===== config.mk =====
export PLATFORM = sky130hd
export DESIGN_NAME = cpu_register_set
export DESIGN_NICKNAME = d
export VERILOG_FILES = /design/src/verilog/cpu_regs_pkg.sv /design/src/verilog/alu_flag_unit.sv /design/src/verilog/cpu_register_set.sv
export VERILOG_INCLUDE_DIRS = /design/src /design/src/verilog
export SDC_FILE = /design/constraint.sdc
export NUM_CORES = 1
export LEC_CHECK = 0
export ABC_CLOCK_PERIOD_IN_PS = 9150
export BUFFER_PORTS_ARGS = -buffer_cell sky130_fd_sc_hd__buf_2
export CORE_ASPECT_RATIO = 1.5
export CORE_MARGIN = 10
export CORE_UTILIZATION = 50
export DETAILED_ROUTE_END_ITERATION = 6
export HOLD_SLACK_MARGIN = 0.1
export PLACE_DENSITY_LB_ADDON = 0.1
export RECOVER_POWER = 50
export SYNTH_ARGS = -nofsm -noshare
export SYNTH_HDL_FRONTEND = slang
export SYNTH_SLANG_ARGS = --single-unit

===== constraint.sdc =====
create_clock -name CLOCK -period 9.15 [get_ports CLOCK]
set_input_delay 0.915 -clock CLOCK [delete_from_list [all_inputs] [get_ports CLOCK]]
set_output_delay 0.915 -clock CLOCK [all_outputs]
set_load 0.005 [all_outputs]

===== src/verilog/cpu_regs_cfg.svh =====
// Named constants of the programmer-visible CPU register set.
// Assumes inclusion by bare name from the package and the design modules.
`ifndef CPU_REGS_CFG_SVH
`define CPU_REGS_CFG_SVH

// ****************************************************************
// Reset values
// ****************************************************************
`define SP_RESET        16'h00FF
`define INDEX_HI_RESET  8'h00
`define VEC_ADDR_HIGH   16'hFFFE
`define VEC_ADDR_LOW    16'hFFFF

// ****************************************************************
// Condition flag bit positions
// ****************************************************************
`define FLAG_V          7
`define FLAG_ONE6       6
`define FLAG_ONE5       5
`define FLAG_H          4
`define FLAG_I          3
`define FLAG_N          2
`define FLAG_Z          1
`define FLAG_C          0

// ****************************************************************
// Arithmetic constants
// ****************************************************************
`define BCD_LOW_FIX     8'h06
`define BCD_HIGH_FIX    8'h60
`define BCD_DIGIT_MAX   4'h9
`define BCD_BYTE_MAX    8'h99
`define SIGN_MIN        8'h80
`define SIGN_MAX        8'h7F

`endif


===== src/verilog/cpu_regs_pkg.sv =====
// Types shared by the register set and its flag unit.
// Assumes cpu_regs_cfg.svh is on the include path.
`include "cpu_regs_cfg.svh"

package cpu_regs_pkg;

    // ****************************************************************
    // Register-set operations
    // ****************************************************************
    typedef enum logic [4:0] {
        OP_LOAD_A    = 5'h00,
        OP_STORE_A   = 5'h01,
        OP_LOAD_X    = 5'h02,
        OP_LOAD_HX   = 5'h03,
        OP_ADD       = 5'h04,
        OP_ADC       = 5'h05,
        OP_SUB       = 5'h06,
        OP_SBC       = 5'h07,
        OP_BCD       = 5'h08,
        OP_TAX       = 5'h09,
        OP_TXA       = 5'h0A,
        OP_CLR_X     = 5'h0B,
        OP_INC_X     = 5'h0C,
        OP_DEC_X     = 5'h0D,
        OP_COM_X     = 5'h0E,
        OP_NEG_X     = 5'h0F,
        OP_LSL_X     = 5'h10,
        OP_LSR_X     = 5'h11,
        OP_ROL_X     = 5'h12,
        OP_ROR_X     = 5'h13,
        OP_ADJ       = 5'h14,
        OP_SLR       = 5'h15,
        OP_CLM       = 5'h16,
        OP_SEI       = 5'h17,
        OP_TAP       = 5'h18,
        OP_TPA       = 5'h19,
        OP_FETCH     = 5'h1A,
        OP_JUMP      = 5'h1B,
        OP_BRANCH    = 5'h1C,
        OP_IRQ_ENTRY = 5'h1D,
        OP_PUSH      = 5'h1E,
        OP_PULL      = 5'h1F
    } op_e;

    typedef enum logic [2:0] {
        COND_ALWAYS        = 3'h0,
        COND_EQUAL         = 3'h1,
        COND_NOT_EQUAL     = 3'h2,
        COND_CARRY         = 3'h3,
        COND_SIGNED_GT     = 3'h4,
        COND_SIGNED_GE     = 3'h5,
        COND_SIGNED_LE     = 3'h6,
        COND_SIGNED_LT     = 3'h7
    } cond_e;

    typedef struct packed {
        logic [7:0]  acc;
        logic [7:0]  idx_hi;
        logic [7:0]  idx_lo;
        logic [15:0] sp;
        logic [15:0] pc;
        logic        v;
        logic        h;
        logic        i;
        logic        n;
        logic        z;
        logic        c;
        logic        accept;
        logic        taken;
    } regs_s;

endpackage


===== src/verilog/alu_flag_unit.sv =====
// Combinational 8-bit data path for the accumulator and index low byte.
// Assumes the caller applies result and flags on the same clock edge.
`timescale 1ns/10ps
`include "cpu_regs_cfg.svh"

module alu_flag_unit
(
    input  wire cpu_regs_pkg::op_e op,
    input  wire logic [7:0]        acc,
    input  wire logic [7:0]        x,
    input  wire logic [7:0]        operand,
    input  wire logic              carry_in,
    input  wire logic              half_in,
    output logic [7:0]             result,
    output logic                   write_acc,
    output logic                   write_x,
    output logic                   upd_v,
    output logic                   upd_h,
    output logic                   upd_c,
    output logic                   upd_nz,
    output logic                   flag_v,
    output logic                   flag_h,
    output logic                   flag_c
);

    logic [8:0] sum9;
    logic [4:0] lo5;
    logic       cin;
    logic       fix_low;
    logic       fix_high;

    always_comb
    begin
        sum9      = 9'h000;
        lo5       = 5'h00;
        cin       = 1'b0;
        fix_low   = 1'b0;
        fix_high  = 1'b0;
        result    = acc;
        write_acc = 1'b0;
        write_x   = 1'b0;
        upd_v     = 1'b0;
        upd_h     = 1'b0;
        upd_c     = 1'b0;
        upd_nz    = 1'b0;
        flag_v    = 1'b0;
        flag_h    = 1'b0;
        flag_c    = 1'b0;
        case (op)
            cpu_regs_pkg::OP_LOAD_A, cpu_regs_pkg::OP_STORE_A, cpu_regs_pkg::OP_LOAD_X:
            begin
                result    = (op == cpu_regs_pkg::OP_STORE_A) ? acc : operand;
                write_acc = (op == cpu_regs_pkg::OP_LOAD_A);
                write_x   = (op == cpu_regs_pkg::OP_LOAD_X);
                upd_v     = 1'b1;
                upd_nz    = 1'b1;
            end
            cpu_regs_pkg::OP_ADD, cpu_regs_pkg::OP_ADC:
            begin
                cin       = (op == cpu_regs_pkg::OP_ADC) & carry_in;
                sum9      = {1'b0, acc} + {1'b0, operand} + {8'h00, cin};
                lo5       = {1'b0, acc[3:0]} + {1'b0, operand[3:0]} + {4'h0, cin};
                result    = sum9[7:0];
                write_acc = 1'b1;
                flag_c    = sum9[8];
                flag_h    = lo5[4];
                flag_v    = (acc[7] == operand[7]) && (result[7] != acc[7]);
                {upd_v, upd_h, upd_c, upd_nz} = 4'hF;
            end
            cpu_regs_pkg::OP_SUB, cpu_regs_pkg::OP_SBC:
            begin
                cin       = (op == cpu_regs_pkg::OP_SBC) & carry_in;
                sum9      = {1'b0, acc} - {1'b0, operand} - {8'h00, cin};
                result    = sum9[7:0];
                write_acc = 1'b1;
                flag_c    = sum9[8];
                flag_v    = (acc[7] != operand[7]) && (result[7] != acc[7]);
                {upd_v, upd_c, upd_nz} = 3'h7;
            end
            cpu_regs_pkg::OP_BCD:
            begin
                // Correction picked from the flags left by the preceding add and from the accumulator digits
                fix_low   = half_in || (acc[3:0] > `BCD_DIGIT_MAX);
                fix_high  = carry_in || (acc > `BCD_BYTE_MAX);
                result    = acc + (fix_low ? `BCD_LOW_FIX : 8'h00)
                                + (fix_high ? `BCD_HIGH_FIX : 8'h00);
                write_acc = 1'b1;
                flag_c    = fix_high;
                {upd_c, upd_nz} = 2'h3;
            end
            cpu_regs_pkg::OP_TAX:
            begin
                result  = acc;
                write_x = 1'b1;
            end
            cpu_regs_pkg::OP_TXA:
            begin
                result    = x;
                write_acc = 1'b1;
            end
            cpu_regs_pkg::OP_CLR_X, cpu_regs_pkg::OP_INC_X, cpu_regs_pkg::OP_DEC_X,
            cpu_regs_pkg::OP_COM_X, cpu_regs_pkg::OP_NEG_X:
            begin
                write_x = 1'b1;
                upd_v   = 1'b1;
                upd_nz  = 1'b1;
                case (op)
                    cpu_regs_pkg::OP_CLR_X: result = 8'h00;
                    cpu_regs_pkg::OP_INC_X: result = x + 8'h01;
                    cpu_regs_pkg::OP_DEC_X: result = x - 8'h01;
                    cpu_regs_pkg::OP_COM_X: result = ~x;
                    default:                result = 8'h00 - x;
                endcase
                flag_v = ((op == cpu_regs_pkg::OP_INC_X) && (result == `SIGN_MIN))
                      || ((op == cpu_regs_pkg::OP_DEC_X) && (result == `SIGN_MAX))
                      || ((op == cpu_regs_pkg::OP_NEG_X) && (result == `SIGN_MIN));
                upd_c  = (op == cpu_regs_pkg::OP_COM_X) || (op == cpu_regs_pkg::OP_NEG_X);
                flag_c = (op == cpu_regs_pkg::OP_COM_X) || (result != 8'h00);
            end
            cpu_regs_pkg::OP_LSL_X, cpu_regs_pkg::OP_LSR_X,
            cpu_regs_pkg::OP_ROL_X, cpu_regs_pkg::OP_ROR_X:
            begin
                write_x = 1'b1;
                {upd_v, upd_c, upd_nz} = 3'h7;
                case (op)
                    cpu_regs_pkg::OP_LSL_X: result = {x[6:0], 1'b0};
                    cpu_regs_pkg::OP_ROL_X: result = {x[6:0], carry_in};
                    cpu_regs_pkg::OP_LSR_X: result = {1'b0, x[7:1]};
                    default:                result = {carry_in, x[7:1]};
                endcase
                flag_c = ((op == cpu_regs_pkg::OP_LSL_X) || (op == cpu_regs_pkg::OP_ROL_X))
                         ? x[7] : x[0];
                // Shift overflow is N xor C, which is sign change for the left shifts
                flag_v = result[7] ^ flag_c;
            end
            default:
            begin
                result = acc;
            end
        endcase
    end

endmodule // alu_flag_unit


===== src/verilog/cpu_register_set.sv =====
// Programmer-visible CPU register set with condition flags and
// interrupt-mask timing. Assumes a sequencer on the same clock issues
// one operation per cycle and presents the reset vector bytes in reset.
`timescale 1ns/10ps
`include "cpu_regs_cfg.svh"

module cpu_register_set
(
    input  wire logic              CLOCK,
    input  wire logic              RST_N,
    input  wire logic              OP_VALID,
    input  wire cpu_regs_pkg::op_e OP,
    input  wire cpu_regs_pkg::cond_e COND,
    input  wire logic [15:0]       DATA_IN,
    input  wire logic              BOUNDARY,
    input  wire logic              IRQ_PENDING,
    input  wire logic [7:0]        VECTOR_BYTE_HIGH_ADDR,
    input  wire logic [7:0]        VECTOR_BYTE_LOW_ADDR,
    output logic [7:0]             ACCUMULATOR,
    output logic [15:0]            INDEX_PAIR,
    output logic [15:0]            STACK_POINTER,
    output logic [15:0]            PROGRAM_COUNTER,
    output logic [7:0]             CONDITION_FLAGS,
    output logic                   IRQ_ACCEPT,
    output logic                   BRANCH_TAKEN
);

    // ****************************************************************
    // Helpers
    // ****************************************************************
    function automatic logic [15:0] sign_extend(input logic [7:0] value);
        sign_extend = {{8{value[7]}}, value};
    endfunction

    function automatic logic [7:0] pack_flags(input cpu_regs_pkg::regs_s r);
        logic [7:0] f;
        f             = 8'h00;
        f[`FLAG_V]    = r.v;
        f[`FLAG_ONE6] = 1'b1;
        f[`FLAG_ONE5] = 1'b1;
        f[`FLAG_H]    = r.h;
        f[`FLAG_I]    = r.i;
        f[`FLAG_N]    = r.n;
        f[`FLAG_Z]    = r.z;
        f[`FLAG_C]    = r.c;
        pack_flags    = f;
    endfunction

    function automatic logic cond_true(input cpu_regs_pkg::cond_e cond,
                                       input cpu_regs_pkg::regs_s r);
        case (cond)
            cpu_regs_pkg::COND_ALWAYS:    cond_true = 1'b1;
            cpu_regs_pkg::COND_EQUAL:     cond_true = r.z;
            cpu_regs_pkg::COND_NOT_EQUAL: cond_true = !r.z;
            cpu_regs_pkg::COND_CARRY:     cond_true = r.c;
            cpu_regs_pkg::COND_SIGNED_GT: cond_true = !(r.z | (r.n ^ r.v));
            cpu_regs_pkg::COND_SIGNED_GE: cond_true = !(r.n ^ r.v);
            cpu_regs_pkg::COND_SIGNED_LE: cond_true = r.z | (r.n ^ r.v);
            default:                      cond_true = r.n ^ r.v;
        endcase
    endfunction

    // ****************************************************************
    // State
    // ****************************************************************
    cpu_regs_pkg::regs_s cur;
    cpu_regs_pkg::regs_s next_cur;

    logic [7:0] alu_result;
    logic       alu_write_acc;
    logic       alu_write_x;
    logic       alu_upd_v;
    logic       alu_upd_h;
    logic       alu_upd_c;
    logic       alu_upd_nz;
    logic       alu_v;
    logic       alu_h;
    logic       alu_c;
    logic       mask_just_cleared;

    alu_flag_unit u_alu
    (
        .op        (OP),
        .acc       (cur.acc),
        .x         (cur.idx_lo),
        .operand   (DATA_IN[7:0]),
        .carry_in  (cur.c),
        .half_in   (cur.h),
        .result    (alu_result),
        .write_acc (alu_write_acc),
        .write_x   (alu_write_x),
        .upd_v     (alu_upd_v),
        .upd_h     (alu_upd_h),
        .upd_c     (alu_upd_c),
        .upd_nz    (alu_upd_nz),
        .flag_v    (alu_v),
        .flag_h    (alu_h),
        .flag_c    (alu_c)
    );

    // ****************************************************************
    // Next-state logic
    // ****************************************************************
    always_comb
    begin
        next_cur          = cur;
        next_cur.accept   = 1'b0;
        next_cur.taken    = 1'b0;
        mask_just_cleared = 1'b0;

        if (!RST_N)
        begin
            // Accumulator and index low byte deliberately kept
            next_cur.idx_hi = `INDEX_HI_RESET;
            next_cur.sp     = `SP_RESET;
            next_cur.pc     = {VECTOR_BYTE_HIGH_ADDR, VECTOR_BYTE_LOW_ADDR};
            // Mask held set so nothing is taken before software is ready
            next_cur.i      = 1'b1;
        end
        else if (OP_VALID)
        begin
            if (alu_write_acc)
                next_cur.acc = alu_result;
            if (alu_write_x)
                next_cur.idx_lo = alu_result;
            if (alu_upd_v)
                next_cur.v = alu_v;
            if (alu_upd_h)
                next_cur.h = alu_h;
            if (alu_upd_c)
                next_cur.c = alu_c;
            if (alu_upd_nz)
            begin
                next_cur.n = alu_result[7];
                next_cur.z = (alu_result == 8'h00);
            end

            case (OP)
                cpu_regs_pkg::OP_LOAD_HX:
                begin
                    {next_cur.idx_hi, next_cur.idx_lo} = DATA_IN;
                    next_cur.v = 1'b0;
                    next_cur.n = DATA_IN[15];
                    next_cur.z = (DATA_IN == 16'h0000);
                end
                cpu_regs_pkg::OP_ADJ:
                    next_cur.sp = cur.sp + sign_extend(DATA_IN[7:0]);
                cpu_regs_pkg::OP_SLR:
                    next_cur.sp[7:0] = 8'(`SP_RESET);
                // Push writes at the free slot, then steps down to the next
                cpu_regs_pkg::OP_PUSH:
                    next_cur.sp = cur.sp - 16'h0001;
                cpu_regs_pkg::OP_PULL:
                    next_cur.sp = cur.sp + 16'h0001;
                cpu_regs_pkg::OP_CLM:
                begin
                    next_cur.i        = 1'b0;
                    mask_just_cleared = 1'b1;
                end
                cpu_regs_pkg::OP_SEI:
                    next_cur.i = 1'b1;
                cpu_regs_pkg::OP_TAP:
                begin
                    next_cur.v        = cur.acc[`FLAG_V];
                    next_cur.h        = cur.acc[`FLAG_H];
                    next_cur.i        = cur.acc[`FLAG_I];
                    next_cur.n        = cur.acc[`FLAG_N];
                    next_cur.z        = cur.acc[`FLAG_Z];
                    next_cur.c        = cur.acc[`FLAG_C];
                    mask_just_cleared = 1'b1;
                end
                cpu_regs_pkg::OP_TPA:
                    next_cur.acc = pack_flags(cur);
                cpu_regs_pkg::OP_FETCH:
                    next_cur.pc = cur.pc + 16'h0001;
                cpu_regs_pkg::OP_JUMP:
                    next_cur.pc = DATA_IN;
                cpu_regs_pkg::OP_BRANCH:
                begin
                    if (cond_true(COND, cur))
                    begin
                        next_cur.pc    = cur.pc + sign_extend(DATA_IN[7:0]);
                        next_cur.taken = 1'b1;
                    end
                end
                cpu_regs_pkg::OP_IRQ_ENTRY:
                begin
                    // Issued by the sequencer once registers are stacked
                    next_cur.i  = 1'b1;
                    next_cur.pc = DATA_IN;
                end
                default:
                begin
                    next_cur.sp = cur.sp;
                end
            endcase

            // Uses the mask as it stands after this op, so SEI blocks at once
            if (BOUNDARY && IRQ_PENDING && !next_cur.i && !mask_just_cleared)
                next_cur.accept = 1'b1;
        end
    end

    always_ff @(posedge CLOCK)
    begin
        cur <= next_cur;
    end

    // ****************************************************************
    // Outputs
    // ****************************************************************
    // Flag byte is rebuilt from flops only; bits six and five are constants
    assign ACCUMULATOR     = cur.acc;
    assign INDEX_PAIR      = {cur.idx_hi, cur.idx_lo};
    assign STACK_POINTER   = cur.sp;
    assign PROGRAM_COUNTER = cur.pc;
    assign CONDITION_FLAGS = pack_flags(cur);
    assign IRQ_ACCEPT      = cur.accept;
    assign BRANCH_TAKEN    = cur.taken;

endmodule // cpu_register_set


==> key figures, run 1 <==
Timing
  • Worst-Margin Slew: 1.78 ns
  • F_max: 0.179 GHz
  • Slew Viols, Final: 78
  • Setup TNS: 0 ns
  • RSZ-0062 raised after global routing: no
  • Relative slew slack: -18.5%
  • Final Hold Viols: 0
  • Min Tclk post-route: 5.58 ns
  • Setup Skew: 0.0116 ns
  • Period utilization: 61.0%
  • Hold Worst Slack: 0.458 ns
  • Setup violators final: 0

Final layout
  • Final core utilization: 56.2%
  • Area delta synth->final: 9.85%
  • Share of layout cells above drive strength 1: 10.3%
  • Most frequent cells in the layout: nand2_1 (92), nor2_1 (88), a21oi_1 (87)
  • # diodes: 0
  • Fin nets: 1194
  • Fillers: 1526
  • Commonest non-fill, non-tap cell in the layout: nand2_1

Worst hold path
  • Hold Crit Class: reg -> reg

Detailed routing
  • ANT nets after route: 0
  • First-pass DRT Iterations: 6
  • Post-route DRC: 0
  • Routed vias/inst: 6.42
  • Vias after detailed routing: 8225
  • Routed WL: 28.3 mm
  • Wirelength per Cell: 22.1 um
  • Initial drt markers: 724

Logic synthesis
  • Ys flop type: edfxtp_1
  • Avg Cell Area, Syn: 7.78 um^2
  • Asr flop ratio synth: 0%
  • Post-Synthesis Cell Area: 7780 um^2
  • Library cells used by synthesis: 89
  • Number of enable flip-flop cells after synthesis: 37
  • Largest cells by area after synthesis: edfxtp_1 (14%), ha_1 (10%), dfxtp_1 (6.9%)
  • Register area share after synthesis: 21.2%
  • Yosys warnings: 0
  • Area leader, netlist: edfxtp_1
  • Gate Count Post-Synth: 1001
  • Synth top area share: 14.3%
  • #FFs+latches synth: 64

Pwr
  • Leak pwr: 3.43 nW
  • Power Total: 0.000986 W
  • Pwr dens: 115 nW/um^2
  • Maximum VDD drop: 0.104 mV

Die
  • Die area: 21100 um^2
  • Die Span Y: 173 um
  • Initial Util: 51.2%
  • Io pins: 111
  • Die X: 122 um
  • Num rows: 55
  • Core Area: 15200 um^2

Place
  • Gpl congestion: 0.996
  • IO Port Bufs: 108
  • Post-DP HPWL: 21.4 mm

CTS
  • Root buf cell: clkbuf_16
  • Clk_lat worst skew: 0.34 ns
  • Worst-path clk slew: 0.06 ns
  • H-tree depth: 3
  • Number of buffers added for setup after CTS: 0
  • Num CTS Buffers: 9
  • Hold_buf cts: 0
  • Post-cts sizing count: 0
  • Clock buffer depth: 2
  • TritonCTS Sinks: 64
  • CTS tree: done

Worst setup path
  • Critical Path Sink: CONDITION_FLAGS[1]
  • CP max stage delay: 1.14 ns
  • CP Data Required Time: 9.36 ns
  • Crit path launch type: primary input
  • WS Path Type: in -> reg
  • Crit-path cells: clkbuf_1, nor4b_1, buf_4, nand3_1, fa_1, inv_1, ha_1, or2_2, fa_1, nand2b_1, a21oi_1, xnor2_1, o22ai_1, a211o_1, o32a_1, and4bb_1, a41o_1
  • Critical path fanouts, max: 37
  • WP data arrival: 5.79 ns
  • Reg2reg path depth: 14
  • Slowest cell on the critical path: clkbuf_1
  • Reg-to-Reg Start: CONDITION_FLAGS[0]
  • CP Capture Type: flop
  • CP most frequent cell: fa_1
  • Crit Reg-Reg Endpoint: CONDITION_FLAGS[1]
  • Crit path launch: OP[1]
  • R2r setup slk: 5.18 ns

Job
  • Max Cap Viol: 2

Global route
  • Largest net degree at the start of global routing: 52
  • Vias in the first global route: 8051
  • Initial antenna violation count: 0
  • Total GRT Usage: 25.9%
  • GR Overflow Total: 0
  • First-pass GRT wire length: 43.7 mm

Outcome
  • Failing checks: max-capacitance violations, max-slew violations
  • Outcome: finished, violations left
## cell type report
cell class | count | area, um^2 | area share [%]
clock buffers | 9 | 225 | 2.63
well taps | 199 | 249 | 2.91
repair buffers | 118 | 543 | 6.35
clock inverters | 7 | 56.3 | 0.658
inverters | 47 | 176 | 2.06
multi-input cells | 837 | 5650 | 66.1
flip-flops and latches | 64 | 1650 | 19.3
## Yosys cell counts, drive strengths merged, types with 27 or more instances
master	instances
a21oi	87
clkbuf	28
dfxtp	27
edfxtp	37
ha	64
inv	47
nand2	92
nand3	39
nor2	90
nor3	33
o21ai	74
xnor2	42
## per-layer routing
| layer | up-vias | GRT usage, % | part of all wire [%] |
|---|---|---|---|
| li1 | 3892 | - | - |
| met1 | 3835 | 28.2 | 37 |
| met2 | 385 | 44.4 | 49 |
| met5 | - | 0 | 0 |
| met3 | 113 | 4.43 | 6.7 |
| met4 | 0 | 16.9 | 6.6 |
## state kept, by name, indices dropped and copies added, names as in the netlist
register,flops
INDEX_PAIR,16
PROGRAM_COUNTER,16
STACK_POINTER,16
ACCUMULATOR,8
CONDITION_FLAGS,6
BRANCH_TAKEN,1
IRQ_ACCEPT,1
## cell families (layout without fill, tap and decap cells)
group,after synthesis,after routing,share of synthesized area [%]
multiplexers,18,18,2.40
AND/OR/NAND/NOR,359,359,23.1
AO/OA/AOI/OAI,323,323,27.5
adder cells (fa/ha/maj),72,72,12.3
buffers and inverters,101,181,6.33
flip-flops,64,64,21.2
XOR/XNOR,63,63,7.09
other,1,2,0.0482
## worst max-delay path: cells and delay by family
| family | cells | cell delay (ns) |
|---|---|---|
| buf+inv | 3 | 1.41 |
| compound gates | 5 | 1.08 |
| xor+xnor | 1 | 0.15 |
| fa+ha+maj | 3 | 1.09 |
| simple gates | 5 | 1.13 |
## worst min-delay path by stage
| stage | start | endpoint | slack, ns | cells after the start |
|---|---|---|---|---|
| floorplan | INDEX_PAIR[10] | INDEX_PAIR[10] | 0.45 | 2 |
| global placement | INDEX_PAIR[8] | INDEX_PAIR[8] | 0.44 | 2 |
| detailed placement | INDEX_PAIR[12] | INDEX_PAIR[12] | 0.45 | 2 |
| CTS | INDEX_PAIR[12] | INDEX_PAIR[12] | 0.46 | 2 |
| global route | INDEX_PAIR[14] | INDEX_PAIR[14] | 0.49 | 2 |
| finish | INDEX_PAIR[12] | INDEX_PAIR[12] | 0.46 | 2 |
## power breakdown
part / total (W) / internal [W] / switching (W) / leakage [nW]
Combinational: 0.000302 / 0.000121 / 0.000181 / 2.72
Clock: 0.000341 / 0.000186 / 0.000155 / 0.136
Sequential: 0.000343 / 0.000321 / 0.0000214 / 0.577
Total: 0.000986 / 0.000628 / 0.000357 / 3.43
## through the flow
step	instance area, um^2	setup slack, ns	std cells
2_1_floorplan	7790	4.12	1002
3_3_place_gp	8350	3.86	1265
3_5_place_dp	8350	3.76	1265
4_1_cts	8630	4.09	1281
5_1_grt	8550	3.25	1281
6_report	8550	3.57	1281
Note: power is estimated with default switching activity, not from simulation.
==> run 2, diff against run 1 <==
--- a/config.mk
+++ b/config.mk
@@ -6,7 +6,8 @@
 export SDC_FILE = /design/constraint.sdc
 export NUM_CORES = 1
 export LEC_CHECK = 0
-export ABC_CLOCK_PERIOD_IN_PS = 9150
+export ABC_AREA = 1
+export ABC_CLOCK_PERIOD_IN_PS = 5600
 export BUFFER_PORTS_ARGS = -buffer_cell sky130_fd_sc_hd__buf_2
 export CORE_ASPECT_RATIO = 1.5
 export CORE_MARGIN = 10
==> constraint.sdc (replaced) <==
create_clock -name CLOCK -period 5.6 [get_ports CLOCK]
set_input_delay 0.56 -clock CLOCK [delete_from_list [all_inputs] [get_ports CLOCK]]
set_output_delay 0.56 -clock CLOCK [all_outputs]
set_load 0.005 [all_outputs]
==> run 2 against run 1 <==
The flow now finishes without violations; die area up 3.4%; sequential power up 64%; flip-flop and latch count unchanged; clock skew down 0.00086 ns; critical path depth down 4; clock power up 60%; first-iteration DRC count down 0.55%; synthesized cell count up 30%; power up 61%; combinational power up 60%; critical path type unchanged; final cell count up 25%.
==> key figures, run 2 <==
CTS
  • H-tree depth: 3
  • Post-cts sizing count: 0
  • Clk_lat worst skew: 0.34 ns
  • Root buf cell: clkbuf_16
  • CTS tree: done
  • Number of buffers added for setup after CTS: 0
  • Num CTS Buffers: 9
  • Clock buffer depth: 2
  • TritonCTS Sinks: 64
  • Hold_buf cts: 0
  • Worst-path clk slew: 0.06 ns

Worst setup path
  • WP data arrival: 4.45 ns
  • WS Path Type: in -> reg
  • CP max stage delay: 0.60 ns
  • CP Data Required Time: 5.87 ns
  • Reg-to-Reg Start: CONDITION_FLAGS[0]
  • Buf/Inv on CP: 5
  • Slowest cell on the critical path: clkinvlp_2
  • Crit Reg-Reg Endpoint: CONDITION_FLAGS[1]
  • Critical path fanouts, max: 19
  • Crit path launch type: primary input
  • Crit-path cells: clkbuf_1, inv_1, nand2_1, nor2_4, nand2_1, clkinvlp_2, nor2_8, inv_4, o21ai_0, o21ai_0, inv_1, a21oi_1, o21ai_1
  • CP Capture Type: flop
  • R2r setup slk: 2.24 ns
  • CP top delay family: buffers and inverters
  • Reg2reg path depth: 20

Timing
  • Min Tclk post-route: 4.18 ns
  • Relative slew slack: 35.3%
  • RSZ-0062 raised after global routing: no
  • Setup Skew: 0.0107 ns
  • Period utilization: 74.7%
  • Final Hold Viols: 0
  • Setup TNS: 0 ns
  • Worst-Margin Slew: 0.957 ns
  • Setup violators final: 0
  • Slew Viols, Final: 0
  • F_max: 0.239 GHz
  • Hold Worst Slack: 0.480 ns

Logic synthesis
  • Post-Synthesis Cell Area: 8090 um^2
  • Asr flop ratio synth: 0%
  • Library cells used by synthesis: 54
  • Largest cells by area after synthesis: nand2_1 (15%), edfxtp_1 (14%), ha_1 (9.9%)
  • Number of enable flip-flop cells after synthesis: 37
  • Top cells by count, synth: nand2_1 (323), inv_1 (165), nor2_1 (136)
  • Area leader, netlist: nand2_1
  • Count leader, synth: nand2_1
  • Ys flop type: edfxtp_1
  • Avg Cell Area, Syn: 6.21 um^2
  • Yosys warnings: 0
  • Synth top area share: 15.0%
  • Gate Count Post-Synth: 1303
  • #FFs+latches synth: 64
  • Register area share after synthesis: 20.4%

Place
  • Dpl cells: 1591
  • Gpl congestion: 1.00
  • Placed Area: 8760 um^2
  • Post-DP HPWL: 24.2 mm
  • IO Port Bufs: 108

Global route
  • Initial antenna violation count: 1
  • Largest net degree at the start of global routing: 24
  • First-pass GRT wire length: 47.2 mm
  • Total GRT Usage: 27.2%
  • GR Overflow Total: 0
  • Vias in the first global route: 8977

Final layout
  • Fin nets: 1516
  • Share of layout cells above drive strength 1: 7.69%
  • # diodes: 0
  • Fillers: 1719
  • Design area: 8940 um^2
  • Final cell count without fillers: 1607
  • Commonest non-fill, non-tap cell in the layout: nand2_1
  • Most frequent cells in the layout: nand2_1 (325), inv_1 (168), nor2_1 (137)
  • Area delta synth->final: 10.5%

Detailed routing
  • Wirelength per Cell: 18.7 um
  • ANT nets after route: 0
  • Initial drt markers: 720
  • Routed WL: 30.1 mm
  • First-pass DRT Iterations: 5
  • Vias after detailed routing: 9264
  • Routed vias/inst: 5.76
  • Post-route DRC: 0

Pwr
  • Int Pwr: 0.00103 W
  • Clk pwr share: 34.4%
  • Sw Pwr: 0.000563 W
  • Logic gate share of total power: 30.3%
  • Maximum VDD drop: 0.149 mV
  • Pwr dens: 178 nW/um^2
  • Switch share: 35.4%
  • Leak pwr: 4.44 nW
  • Register share of total power: 35.3%

Die
  • Core Area: 15800 um^2
  • Die Span Y: 176 um
  • Io pins: 111
  • Initial Util: 51.3%
  • Die area: 21800 um^2
  • Num rows: 56
  • Die X: 124 um

Job
  • Max Cap Viol: 0

Worst hold path
  • Worst Hold Path EP: CONDITION_FLAGS[3]
  • Hold Crit Start: OP_VALID
  • Hold Path Depth: 2
  • Hold Crit Class: in -> reg

Outcome
  • Outcome: finished clean
run 2: kinds of logic (layout without fill, tap and decap cells):
kind of cell | count (synthesis) | in the layout | share of synthesized area [%]
fa+ha+maj | 72 | 72 | 11.9
flops | 64 | 64 | 20.4
compound gates | 274 | 274 | 18.8
other cells | 1 | 2 | 0.0463
simple gates | 656 | 656 | 35.5
xor+xnor | 29 | 29 | 3.14
buf+inv | 207 | 307 | 10.2
run 2: metrics by stage:
| step | util, % | setup WS, ns | total power, W |
|---|---|---|---|
| 2_1_floorplan | - | 2.10 | 0.000889 |
| 3_3_place_gp | 55.6 | 1.70 | 0.00104 |
| 3_5_place_dp | 55.6 | 1.65 | 0.00105 |
| 4_1_cts | 57.4 | 1.99 | 0.00159 |
| 5_1_grt | 56.7 | 1.03 | 0.00167 |
| 6_report | 56.7 | 1.42 | 0.00159 |
run 2: power groups by stage:
stage	logic, W	registers, W	clock network (W)
floorplan	0.000331	0.000558	0
global placement	0.000475	0.000569	0
detailed placement	0.000479	0.000568	0
CTS	0.000482	0.000559	0.000552
global route	0.000542	0.000562	0.000569
finish	0.000482	0.000561	0.000546
run 2: worst max path at each step:
| stage | depth (start not counted) | end | slack (ns) | start |
|---|---|---|---|---|
| floorplan | 23 | CONDITION_FLAGS[1] | 2.10 | OP[4] |
| global placement | 23 | CONDITION_FLAGS[1] | 1.70 | OP[0] |
| detailed placement | 23 | CONDITION_FLAGS[1] | 1.65 | OP[0] |
| CTS | 23 | CONDITION_FLAGS[1] | 1.99 | OP[0] |
| global route | 13 | STACK_POINTER[4] | 1.03 | OP[0] |
| finish | 13 | STACK_POINTER[7] | 1.42 | OP[0] |
run 2: routing by layer:
layer	wire [um]	vias up	GRT usage, %
li1	-	4561	-
met1	11300	4233	29.5
met2	15300	365	48.3
met3	1820	103	4.43
met4	1690	2	15.0
met5	13	-	0
run 2: layout make-up:
cell class                 instances  area, um^2  share of cell area, %
multi-input combinational       1033        5580                   62.4
sequential                        64        1650                   18.5
inverter                         182         689                   7.71
timing repair buffer             109         482                   5.39
clock buffer                      14         275                   3.08
tap                              203         254                   2.84
clock inverter                     2        12.5                  0.140
run 2: worst reg2reg max path, cell delays in order, from the launching register on:
cell      delay, ns
edfxtp_1       0.52
nand4_1        0.20
fa_1           0.54
inv_1          0.05
ha_1           0.17
or2_2          0.29
fa_1           0.41
inv_1          0.09
nand2_1        0.05
nand2_1        0.08
nand2_1        0.07
nand2_1        0.06
nand3_1        0.06
nand3_1        0.12
nor2_1         0.04
nand3_1        0.05
nand2_1        0.08
nand2_1        0.07
nor2_1         0.04
nand4_1        0.06
nand2_1        0.06
==> run 3, diff against run 2 <==
--- a/config.mk
+++ b/config.mk
@@ -6,8 +6,8 @@
 export SDC_FILE = /design/constraint.sdc
 export NUM_CORES = 1
 export LEC_CHECK = 0
-export ABC_AREA = 1
-export ABC_CLOCK_PERIOD_IN_PS = 5600
+export ABC_AREA = 0
+export ABC_CLOCK_PERIOD_IN_PS = 3600
 export BUFFER_PORTS_ARGS = -buffer_cell sky130_fd_sc_hd__buf_2
 export CORE_ASPECT_RATIO = 1.5
 export CORE_MARGIN = 10
==> constraint.sdc (replaced) <==
create_clock -name CLOCK -period 3.6 [get_ports CLOCK]
set_input_delay 0.36 -clock CLOCK [delete_from_list [all_inputs] [get_ports CLOCK]]
set_output_delay 0.36 -clock CLOCK [all_outputs]
set_load 0.005 [all_outputs]
==> run 3 against run 2 <==
Critical path depth increased by 3; final cell count decreased by 15%; non-clock buffer count increased by 86; clock power increased by 55%; power increased by 62%; global-route usage increased by 0.52 points; die area decreased by 3.3%; worst hold slack got worse by 0.18 ns; clock-buffer cell count decreased by 5; flip-flop and latch count unchanged; sequential share of layout area decreased by 0.47 points; critical endpoint is now CONDITION_FLAGS[1]; highest routed layer is now met4.
==> key figures, run 3 (synthesis gave the netlist of run 1 again) <==
Die
  • Die X: 122 um
  • Io pins: 111
  • Initial Util: 51.2%
  • Num rows: 55
  • Die Span Y: 173 um
  • Core Area: 15200 um^2
  • Die area: 21100 um^2

Global route
  • M2 GR Usage: 48.0%
  • GR peak layer: met2
  • First-pass GRT wire length: 46.7 mm
  • Largest net degree at the start of global routing: 39
  • Total GRT Usage: 27.8%
  • Met3 GRT Util: 3.98%
  • M1 GR Usage: 30.6%
  • Initial antenna violation count: 0
  • Vias in the first global route: 8431
  • GR Overflow Total: 0

Detailed routing
  • Initial drt markers: 691
  • ANT nets after route: 0
  • First-pass DRT Iterations: 5
  • Routed vias/inst: 6.38
  • Vias after detailed routing: 8659
  • Post-route DRC: 0
  • Wirelength per Cell: 22.2 um
  • Routed WL: 30.2 mm

Pwr
  • Clk pwr share: 32.9%
  • Int Pwr: 0.00166 W
  • Pwr dens: 280 nW/um^2
  • Sw Pwr: 0.000916 W
  • Leak pwr: 3.81 nW
  • Register share of total power: 33.4%
  • Maximum VDD drop: 0.264 mV
  • Switch share: 35.6%
  • Logic gate share of total power: 33.6%

Place
  • Post-DP HPWL: 23.4 mm
  • IO Port Bufs: 108
  • Gpl congestion: 1.00

CTS
  • Hold_buf cts: 0
  • Worst-path clk slew: 0.06 ns
  • Root buf cell: clkbuf_16
  • H-tree depth: 3
  • Clock buffer depth: 2
  • CTS tree: done
  • Num CTS Buffers: 9
  • TritonCTS Sinks: 64
  • Clk_lat worst skew: 0.34 ns

Final layout
  • Footprint of the multi-input gates: 5710 um^2
  • Fillers: 1518
  • Most frequent cells in the layout: nand2_1 (92), nor2_1 (88), a21oi_1 (85)
  • Register Area: 1650 um^2
  • Area delta synth->final: 17.9%
  • Fin nets: 1271
  • # diodes: 0
  • Commonest non-fill, non-tap cell in the layout: nand2_1
  • Final core utilization: 60.3%
  • Share of layout cells above drive strength 1: 16.9%

Worst setup path
  • Crit path launch type: primary input
  • Critical path fanouts, max: 3
  • Slowest cell on the critical path: fa_1
  • CP top delay family: simple AND/OR/NAND/NOR gates
  • Crit-path cells: buf_8, nor4b_4, nand3_2, fa_1, inv_1, ha_2, or2_4, fa_2, nand2b_4, a21oi_4, xnor2_1, o22ai_1, a211o_1, o32a_1, and4bb_1, a41o_1
  • WS Path Type: in -> reg
  • Buf/Inv on CP: 2
  • CP max stage delay: 0.51 ns
  • CP Capture Type: flop
  • CP Data Required Time: 3.80 ns
  • WP data arrival: 3.76 ns

Timing
  • Setup violators final: 0
  • Worst-Margin Slew: 0.893 ns
  • Setup Skew: 0.0106 ns
  • Slew Viols, Final: 0
  • Relative slew slack: 40.3%
  • Min Tclk post-route: 3.56 ns
  • RSZ-0062 raised after global routing: yes
  • F_max: 0.281 GHz
  • Hold Worst Slack: 0.300 ns
  • Period utilization: 98.9%
  • Final Hold Viols: 0

Worst hold path
  • Hold Crit Class: in -> reg

Job
  • Max Cap Viol: 0

Outcome
  • Outcome: finished clean
==> run 3: cell count changes in the layout (fill, tap and decap cells not counted), sizes merged, moves of 13 or more <==
| cell | delta |
|---|---|
| nand2 | -239 |
| inv | -130 |
| buf | +81 |
| nand3 | -72 |
| nor2 | -55 |
| o21ai | -51 |
| xnor2 | +33 |
| nand4 | -16 |
| a21oi | -13 |
| mux2i | +13 |
==> run 3: path summary, 6_finish.rpt <==
check | slack (ns) | startpoint | cells past startpoint | to
setup / recovery | 0.04 | OP[4] | 16 | CONDITION_FLAGS[1]
hold / removal | 0.30 | IRQ_PENDING | 3 | IRQ_ACCEPT
setup reg to reg | 0.06 | CONDITION_FLAGS[0] | 14 | CONDITION_FLAGS[1]
hold reg to reg | 0.46 | INDEX_PAIR[12] | 2 | INDEX_PAIR[12]
==> run 3: layout make-up <==
cell class / instances / area share [%]
Clock buffer: 9 / 2.45
Clock inverter: 7 / 0.600
Inverter: 47 / 1.92
Multi-Input combinational cell: 837 / 62.2
Sequential cell: 64 / 18.0
Tap cell: 199 / 2.71
Timing Repair Buffer: 195 / 12.1
==> run 3: power groups by stage <==
stage / sequential [W] / combinational, W / clock (W)
after global routing: 0.000864 / 0.000943 / 0.000878
after floorplan: 0.000865 / 0.000560 / 0
final: 0.000860 / 0.000865 / 0.000848
after global placement: 0.000875 / 0.000843 / 0
after CTS: 0.000859 / 0.000856 / 0.000852
after detailed placement: 0.000874 / 0.000848 / 0
==> run 3: routing by layer <==
metal	share of wire (%)	up-vias	wire, um
li1	-	4048	-
met1	36	4070	11000
met2	50	421	15000
met3	6.6	120	1990
met4	7.2	0	2180
met5	0	-	0
==> run 3: worst register-to-register path, stage by stage (launching register included) <==
cell      delay, ns
edfxtp_1       0.43
nand3_2        0.11
fa_1           0.51
inv_1          0.05
ha_2           0.16
or2_4          0.23
fa_2           0.36
nand2b_4       0.16
a21oi_4        0.14
xnor2_1        0.13
o22ai_1        0.09
a211o_1        0.25
o32a_1         0.32
and4bb_1       0.28
a41o_1         0.18
==> run 3: per-stage QoR <==
step                      power (W)  instances  cell area (um^2)  setup WS [ns]  TNS [ns]
after floorplan             0.00143       1002              7860         -0.431     -1.40
after global placement      0.00172       1340              8950         -0.404     -1.96
after detailed placement    0.00172       1340              8950         -0.467     -2.40
after CTS                   0.00257       1357              9250         0.0345         0
after global routing        0.00269       1358              9170        -0.0416   -0.0718
final                       0.00257       1358              9170         0.0405         0
==> run 3: timing repair <==
action | CTS | global route
pin swaps | 4 | 0
endpoints found under the setup margin | 2 | 5
setup buffers | 1 | 1
gates resized for setup | 2 | 7
